===== src/tag_slot_regs.svh =====
// Purpose: Constants for the tag slot anticollision logic.
// Assumes: Included by its bare name.
// Notes: Command codes arrive already decoded by the frame receiver.
`ifndef TAG_SLOT_REGS_SVH
`define TAG_SLOT_REGS_SVH

`define ID_WIDTH 8
`define SLOT_WIDTH 4
`define SLOT_ZERO 4'h0
`define ID_RESET 8'h00
`define LFSR_SEED 16'hACE1
`define LFSR_TAPS 16'hB400
`define CMD_WAKE 3'h1
`define CMD_POLL 3'h2
`define CMD_TICK 3'h3
`define CMD_SELECT 3'h4
`define CMD_COMPLETE 3'h5

`endif


===== src/tag_slot_pkg.sv =====
// Purpose: Types for the tag slot anticollision logic.
// Assumes: Nothing beyond the constants header.
// Notes: State set follows the tag power states.
package tag_slot_pkg;

    typedef enum logic [2:0] {
        st_ready,
        st_inventory,
        st_selected,
        st_deselected,
        st_deactivated
    } tag_state_type;

    typedef struct packed {
        tag_state_type state;
        logic [15:0] lfsr;
        logic [7:0] tag_short_identifier;
        logic reply_valid;
        logic [7:0] reply_id;
    } tag_regs_type;

endpackage


===== src/tag_slot_anticollision.sv =====
// Purpose: Slot-based anticollision state of a contactless tag.
// Assumes: cmd_valid pulses once per fully received frame, crc_ok qualifies it.
// Notes: Field power-up is sys_rst; all command inputs come from same-clock logic.
`timescale 1ns/1ns
`include "tag_slot_regs.svh"

module tag_slot_anticollision (
    input wire logic clk,
    input wire logic sys_rst,
    input wire logic cmd_valid,
    input wire logic crc_ok,
    input wire logic [2:0] cmd_code,
    input wire logic [7:0] cmd_arg,
    output logic reply_valid,
    output logic [7:0] reply_id,
    output logic [2:0] tag_state
);

    tag_slot_pkg::tag_regs_type cur_r;
    tag_slot_pkg::tag_regs_type cur_nxt;
    logic accept;
    logic [3:0] new_slot;
    logic [7:0] own_id;

    // ----------------------------------------
    // Next state
    // ----------------------------------------
    always_comb begin
        cur_nxt = cur_r;
        cur_nxt.reply_valid = 1'b0;
        // Galois LFSR free-runs every cycle, so draw time decorrelates tags
        cur_nxt.lfsr = cur_r.lfsr[0] ? ((cur_r.lfsr >> 1) ^ `LFSR_TAPS) : (cur_r.lfsr >> 1);
        accept = cmd_valid && crc_ok;
        new_slot = cur_r.lfsr[3:0];
        own_id = cur_r.tag_short_identifier;
        if (accept) begin
            case (cur_r.state)
                tag_slot_pkg::st_ready: begin
                    // Slot commands fall through here unanswered
                    if (cmd_code == `CMD_WAKE) begin
                        cur_nxt.tag_short_identifier = cur_r.lfsr[7:0];
                        cur_nxt.state = tag_slot_pkg::st_inventory;
                        cur_nxt.reply_valid = 1'b1;
                        cur_nxt.reply_id = cur_r.lfsr[7:0];
                    end
                end
                tag_slot_pkg::st_inventory: begin
                    if (cmd_code == `CMD_WAKE) begin
                        cur_nxt.tag_short_identifier = cur_r.lfsr[7:0];
                        cur_nxt.reply_valid = 1'b1;
                        cur_nxt.reply_id = cur_r.lfsr[7:0];
                    end else if (cmd_code == `CMD_POLL) begin
                        cur_nxt.tag_short_identifier = {own_id[7:4], new_slot};
                        if (new_slot == `SLOT_ZERO) begin
                            cur_nxt.reply_valid = 1'b1;
                            cur_nxt.reply_id = {own_id[7:4], new_slot};
                        end
                    end else if (cmd_code == `CMD_TICK) begin
                        // Parameter zero never matches: slot zero belongs to the poll
                        if (cmd_arg[3:0] != `SLOT_ZERO && cmd_arg[3:0] == own_id[3:0]) begin
                            cur_nxt.reply_valid = 1'b1;
                            cur_nxt.reply_id = own_id;
                        end
                    end else if (cmd_code == `CMD_SELECT && cmd_arg == own_id) begin
                        cur_nxt.state = tag_slot_pkg::st_selected;
                        cur_nxt.reply_valid = 1'b1;
                        cur_nxt.reply_id = own_id;
                    end
                end
                tag_slot_pkg::st_selected: begin
                    if (cmd_code == `CMD_SELECT) begin
                        cur_nxt.state = (cmd_arg == own_id) ? tag_slot_pkg::st_selected
                                                            : tag_slot_pkg::st_deselected;
                        cur_nxt.reply_valid = (cmd_arg == own_id);
                        cur_nxt.reply_id = own_id;
                    end else if (cmd_code == `CMD_COMPLETE) begin
                        cur_nxt.state = tag_slot_pkg::st_deactivated;
                    end
                end
                tag_slot_pkg::st_deselected: begin
                    if (cmd_code == `CMD_SELECT && cmd_arg == own_id) begin
                        cur_nxt.state = tag_slot_pkg::st_selected;
                        cur_nxt.reply_valid = 1'b1;
                        cur_nxt.reply_id = own_id;
                    end
                end
                default: begin
                    cur_nxt.state = cur_r.state;
                end
            endcase
        end
    end

    // ----------------------------------------
    // State register
    // ----------------------------------------
    always_ff @(posedge clk or posedge sys_rst) begin
        if (sys_rst) begin
            cur_r <= '{state: tag_slot_pkg::st_ready, lfsr: `LFSR_SEED,
                       tag_short_identifier: `ID_RESET, reply_valid: 1'b0, reply_id: `ID_RESET};
        end else begin
            cur_r <= cur_nxt;
        end
    end

    assign reply_valid = cur_r.reply_valid;
    assign reply_id = cur_r.reply_id;
    assign tag_state = cur_r.state;

    // ----------------------------------------
    // Checks
    // ----------------------------------------
    poll_draws_slot_a: assert property (@(posedge clk) disable iff (sys_rst)
        (cmd_valid && crc_ok && cmd_code == `CMD_POLL && cur_r.state == tag_slot_pkg::st_inventory)
        |=> cur_r.tag_short_identifier[3:0] == $past(cur_r.lfsr[3:0]))
        else $error("slot index not reloaded on poll");
    poll_zero_reply_a: assert property (@(posedge clk) disable iff (sys_rst)
        (cmd_valid && crc_ok && cmd_code == `CMD_POLL && cur_r.state == tag_slot_pkg::st_inventory)
        |=> reply_valid == (cur_r.tag_short_identifier[3:0] == 4'h0))
        else $error("poll reply does not follow slot zero");
    poll_reply_id_a: assert property (@(posedge clk) disable iff (sys_rst)
        (cmd_valid && crc_ok && cmd_code == `CMD_POLL && cur_r.state == tag_slot_pkg::st_inventory)
        ##1 reply_valid |-> reply_id == cur_r.tag_short_identifier)
        else $error("poll reply carries wrong identifier");
    tick_match_a: assert property (@(posedge clk) disable iff (sys_rst)
        (cmd_valid && crc_ok && cmd_code == `CMD_TICK && cur_r.state == tag_slot_pkg::st_inventory
         && cmd_arg[3:0] != 4'h0)
        |=> reply_valid == ($past(cmd_arg[3:0]) == cur_r.tag_short_identifier[3:0]))
        else $error("slot tick reply mismatch");
    slot_outside_inv_a: assert property (@(posedge clk) disable iff (sys_rst)
        (cmd_valid && (cmd_code == `CMD_POLL || cmd_code == `CMD_TICK)
         && cur_r.state != tag_slot_pkg::st_inventory)
        |=> !reply_valid && $stable(cur_r.tag_short_identifier))
        else $error("slot command answered outside inventory");
    ready_hold_a: assert property (@(posedge clk) disable iff (sys_rst)
        (cur_r.state == tag_slot_pkg::st_ready && !(cmd_valid && crc_ok && cmd_code == `CMD_WAKE))
        |=> cur_r.state == tag_slot_pkg::st_ready)
        else $error("ready state left without wake");
    wake_enters_inv_a: assert property (@(posedge clk) disable iff (sys_rst)
        (cmd_valid && crc_ok && cmd_code == `CMD_WAKE && cur_r.state == tag_slot_pkg::st_ready)
        |=> cur_r.state == tag_slot_pkg::st_inventory && reply_id == $past(cur_r.lfsr[7:0]))
        else $error("wake did not enter inventory");
    select_match_a: assert property (@(posedge clk) disable iff (sys_rst)
        (cmd_valid && crc_ok && cmd_code == `CMD_SELECT && cur_r.state == tag_slot_pkg::st_inventory)
        |=> (cur_r.state == tag_slot_pkg::st_selected) == ($past(cmd_arg) == $past(cur_r.tag_short_identifier)))
        else $error("select transition wrong");
    crc_gate_a: assert property (@(posedge clk) disable iff (sys_rst)
        !(cmd_valid && crc_ok) |=> !reply_valid && $stable(cur_r.state))
        else $error("reply without checked frame");

    // ----------------------------------------
    // Reply, identity, state and generator checks
    // ----------------------------------------
    poll_zero_id_a: assert property (@(posedge clk) disable iff (sys_rst)
        (cmd_valid && crc_ok && cmd_code == `CMD_POLL && cur_r.state == tag_slot_pkg::st_inventory)
        ##1 reply_valid |-> reply_id[3:0] == `SLOT_ZERO)
        else $error("poll reply outside slot zero");
    tick_zero_silent_a: assert property (@(posedge clk) disable iff (sys_rst)
        (cmd_valid && crc_ok && cmd_code == `CMD_TICK && cmd_arg[3:0] == `SLOT_ZERO)
        |=> !reply_valid)
        else $error("slot tick zero answered");
    tick_reply_id_a: assert property (@(posedge clk) disable iff (sys_rst)
        (cmd_valid && crc_ok && cmd_code == `CMD_TICK && cur_r.state == tag_slot_pkg::st_inventory)
        ##1 reply_valid |-> reply_id == cur_r.tag_short_identifier && reply_id[3:0] == $past(cmd_arg[3:0]))
        else $error("slot tick reply carries wrong identifier");
    tick_keeps_id_a: assert property (@(posedge clk) disable iff (sys_rst)
        (cmd_valid && crc_ok && cmd_code == `CMD_TICK)
        |=> $stable(cur_r.tag_short_identifier) && $stable(cur_r.state))
        else $error("slot tick changed identifier or state");
    slot_upper_kept_a: assert property (@(posedge clk) disable iff (sys_rst)
        (cmd_valid && crc_ok && cmd_code == `CMD_POLL && cur_r.state == tag_slot_pkg::st_inventory)
        |=> cur_r.tag_short_identifier[7:4] == $past(cur_r.tag_short_identifier[7:4]))
        else $error("poll disturbed upper identifier bits");
    slot_cmd_stays_a: assert property (@(posedge clk) disable iff (sys_rst)
        (cmd_valid && crc_ok && (cmd_code == `CMD_POLL || cmd_code == `CMD_TICK)
         && cur_r.state == tag_slot_pkg::st_inventory)
        |=> cur_r.state == tag_slot_pkg::st_inventory)
        else $error("slot command left inventory");
    ready_silent_a: assert property (@(posedge clk) disable iff (sys_rst)
        (cmd_valid && cur_r.state == tag_slot_pkg::st_ready && cmd_code != `CMD_WAKE)
        |=> !reply_valid && cur_r.state == tag_slot_pkg::st_ready)
        else $error("ready tag answered before wake");
    wake_redraw_a: assert property (@(posedge clk) disable iff (sys_rst)
        (cmd_valid && crc_ok && cmd_code == `CMD_WAKE && cur_r.state == tag_slot_pkg::st_inventory)
        |=> cur_r.state == tag_slot_pkg::st_inventory && reply_valid
            && cur_r.tag_short_identifier == $past(cur_r.lfsr[7:0]))
        else $error("wake in inventory did not redraw identifier");
    select_reply_a: assert property (@(posedge clk) disable iff (sys_rst)
        (cmd_valid && crc_ok && cmd_code == `CMD_SELECT && cur_r.state == tag_slot_pkg::st_inventory)
        |=> reply_valid == ($past(cmd_arg) == $past(cur_r.tag_short_identifier))
            && (!reply_valid || reply_id == $past(cmd_arg)))
        else $error("select reply wrong");
    // A stuck generator would hand every tag the same slot
    lfsr_alive_a: assert property (@(posedge clk) disable iff (sys_rst)
        1'b1 |=> cur_r.lfsr != 16'h0000 && cur_r.lfsr != $past(cur_r.lfsr))
        else $error("random generator stalled");
    reply_needs_frame_a: assert property (@(posedge clk) disable iff (sys_rst)
        reply_valid |-> $past(cmd_valid && crc_ok))
        else $error("reply without an accepted frame");
    // Identifier holds between replies, so the sender may read it late
    reply_id_hold_a: assert property (@(posedge clk) disable iff (sys_rst)
        !reply_valid |-> $stable(reply_id))
        else $error("identifier changed without a reply");

endmodule


===== config.mk =====
export PLATFORM = sky130hd
export DESIGN_NAME = tag_slot_anticollision
export DESIGN_NICKNAME = d
export VERILOG_FILES = /design/src/tag_slot_pkg.sv /design/src/tag_slot_anticollision.sv
export VERILOG_INCLUDE_DIRS = /design/src
export SDC_FILE = /design/constraint.sdc
export NUM_CORES = 1
export LEC_CHECK = 0
export BUFFER_PORTS_ARGS = -buffer_cell sky130_fd_sc_hd__buf_2
export CELL_PAD_IN_SITES_DETAIL_PLACEMENT = 2
export CELL_PAD_IN_SITES_GLOBAL_PLACEMENT = 2
export CORE_AREA = 5 5 72 88
export DETAILED_ROUTE_END_ITERATION = 16
export DIE_AREA = 0 0 77 93
export PLACE_DENSITY_LB_ADDON = 0.1
export SLEW_MARGIN = 20
export SYNTH_ARGS = -nofsm -noshare
export SYNTH_HDL_FRONTEND = slang
export SYNTH_SLANG_ARGS = --single-unit

===== constraint.sdc =====
create_clock -name clk -period 2.9 [get_ports clk]
set_input_delay 0.58 -clock clk [delete_from_list [all_inputs] [get_ports clk]]
set_output_delay 0.58 -clock clk [all_outputs]
set_load 0.02 [all_outputs]

==> impl_metrics.ini <==
[placement]
dp_hpwl_um = 4310
place_congestion = 0.792
port-buffer-count = 26

[timing]
period_share = 0.837
setup_tns_ns = 0
skew_ns = 0.00420
setup_viol = 0
slew-limit-headroom = 0.591
tightest_slew_ns = 0.613
slew_violations = 0
rsz0062_at_grt = false
hold_ws_ns = 0.356
post-route-min-period_ns = 2.43
finalHoldViolations = 0
max_freq_mhz = 412

[yosys]
synth_nets = 201
syn_area_mm2 = 0.00187
ys_seq_elements = 36
synth_edf_count = 0
syn_area_per_cell_um2 = 10.1
syn_inst = 186
ys_seq_area_frac = 0.486
synth_warnings = 0
synthArstFlopShare = 1.00
yosysUniqueCellTypes = 46
synthFlopType = dfrtp_1

[clock_tree]
post_cts_buffers = 0
htree_num_levels = 2
cts-root-buf = clkbuf_8
numCtsBuffers = 5
cts_buffer_depth = 2
clock-sinks = 36
cts_tree = yes
cts-resized-gates = 0
insertion_delay_ns = 0.29
cts-hold-fix-buffers = 0
clk_pin_slew_worst_paths_ns = 0.08

[outcome]
outcome = finished, final reports clean

[setup_path]
start_kind = flop
r2r_cells = 6
critPathKind = reg -> reg
required_ns = 3.07
r2r-end = reply_id[4]
crit-reg2reg-launch = tag_state[1]
end_kind = flop
reg2reg_slack_ns = 0.47
cp_data_arrival_time_ns = 2.60
crit_path_start = tag_state[1]
worst-path-max-fanout = 16
cp-endpoint = reply_id[4]

[power]
p_seq_frac = 0.548
swShare = 0.243
pwr-share-clk = 0.395
power_density_mw_per_mm2 = 436
peakVddDrop_v = 0.000312
internal_power_uw = 693
p_sw_uw = 223
total_power_uw = 916
p_leak_uw = 0.000962
pwr-share-comb = 0.057

[final_layout]
nets = 224
nFillCells = 616
layout-drive-gt1-share = 0.271
multi_input_area_um2 = 807
mostFrequentLayoutCells = dfrtp_1 (28), buf_2 (26), a21oi_1 (12)
diodes = 0
syn_to_final_growth_pct = 12.3
final-seq-area_um2 = 911
final_common_cell = dfrtp_1

[routing]
first_iter_violations = 88
firstDrtPassIters = 4
viasPerCell = 5.47
drt_wl_total_um = 5570
drc = 0
routedWlPerCell_um = 20.3
antenna_left = 0
via_count = 1498

[global_routing]
grt_pass1_wl_um = 9230
overflow = 0
antenna_found_initial = 0
track_usage = 0.163
grt_max_degree = 21
grt_pass1_vias = 1715

[die]
fp.dieH_um = 93
start_util = 0.344
rows = 30
die_w_um = 77
die-area_mm2 = 0.00716
boundaryPins = 27
core-area_mm2 = 0.00544

[hold_path]
hold_path.class = in -> async

[run]
maxCapViolCount = 0
## sequential cells by signal, indices dropped and copies added, names as in the netlist
signal       cells
cur_r           16
own_id           8
reply_id         8
reply_valid      1
tag_state        3
## cell usage after synthesis (4+ instances only)
master,instances,share of area
mux2_2,4,0.024
nor2b_1,7,0.023
nand3_1,9,0.024
a21oi_1,12,0.032
a221o_1,6,0.032
nor2_1,9,0.018
o21ai_0,8,0.021
dfrtp_1,28,0.37
inv_1,10,0.020
buf_4,12,0.048
nor3_1,7,0.019
dfstp_2,8,0.11
nand2_1,9,0.018
xnor2_1,8,0.037
## power groups by stage
stage	combinational, uW	clock, uW	sequential, uW
6_report	52.1	362	502
3_3_place_gp	50.2	0	512
3_5_place_dp	52.7	0	512
4_1_cts	53.2	375	502
2_1_floorplan	28.1	0	512
5_1_grt	58.4	395	502
## how the worst min path moves through the flow
stage               startpoint  depth (start not counted)   endpoint
detailed placement   cur_r[26]                          0  cur_r[25]
floorplan            cur_r[26]                          0  cur_r[25]
CTS                  cur_r[29]                          0  cur_r[28]
global route         cur_r[26]                          0  cur_r[25]
global placement     cur_r[29]                          0  cur_r[28]
finish                 sys_rst                          2  cur_r[19]
## through the flow
| stage | instance area (um^2) | instances | utilization | worst slack (ns) |
|---|---|---|---|---|
| detailed placement | 2020 | 266 | 0.371 | 0.190 |
| CTS | 2100 | 274 | 0.386 | 0.441 |
| floorplan | 1870 | 186 | - | 0.538 |
| finish | 2100 | 274 | 0.386 | 0.473 |
| global placement | 2020 | 266 | 0.371 | 0.297 |
| global route | 2100 | 274 | 0.386 | 0.317 |
## worst max-delay path, stage by stage, from the launching register on
cell,delay (ns)
dfrtp_1,0.57
nor3b_1,0.49
nand2_1,0.15
nor2_1,0.35
a21o_1,0.25
nor2_2,0.13
a221o_1,0.37
## routing by layer
metal,share of wire,vias to the layer above,global-route usage
li1,-,708,-
met4,0.0090,0,0.0430
met1,0.43,769,0.195
met3,0.023,4,0.0299
met2,0.54,17,0.297
met5,0,-,0
## layout make-up
cell class / count / share of cell area
well taps: 64 / 0.0381
clock inverters: 1 / 0.00416
clock buffers: 7 / 0.0363
inverters: 10 / 0.0178
multi-input cells: 123 / 0.384
flip-flops and latches: 36 / 0.433
repair buffers: 33 / 0.0869
## cell families after synthesis
family          synth area share
simple gates               0.178
compound gates             0.172
flops                      0.486
buf+inv                   0.0828
xor+xnor                  0.0514
mux                       0.0294
Note: power is estimated with default switching activity, not from simulation.
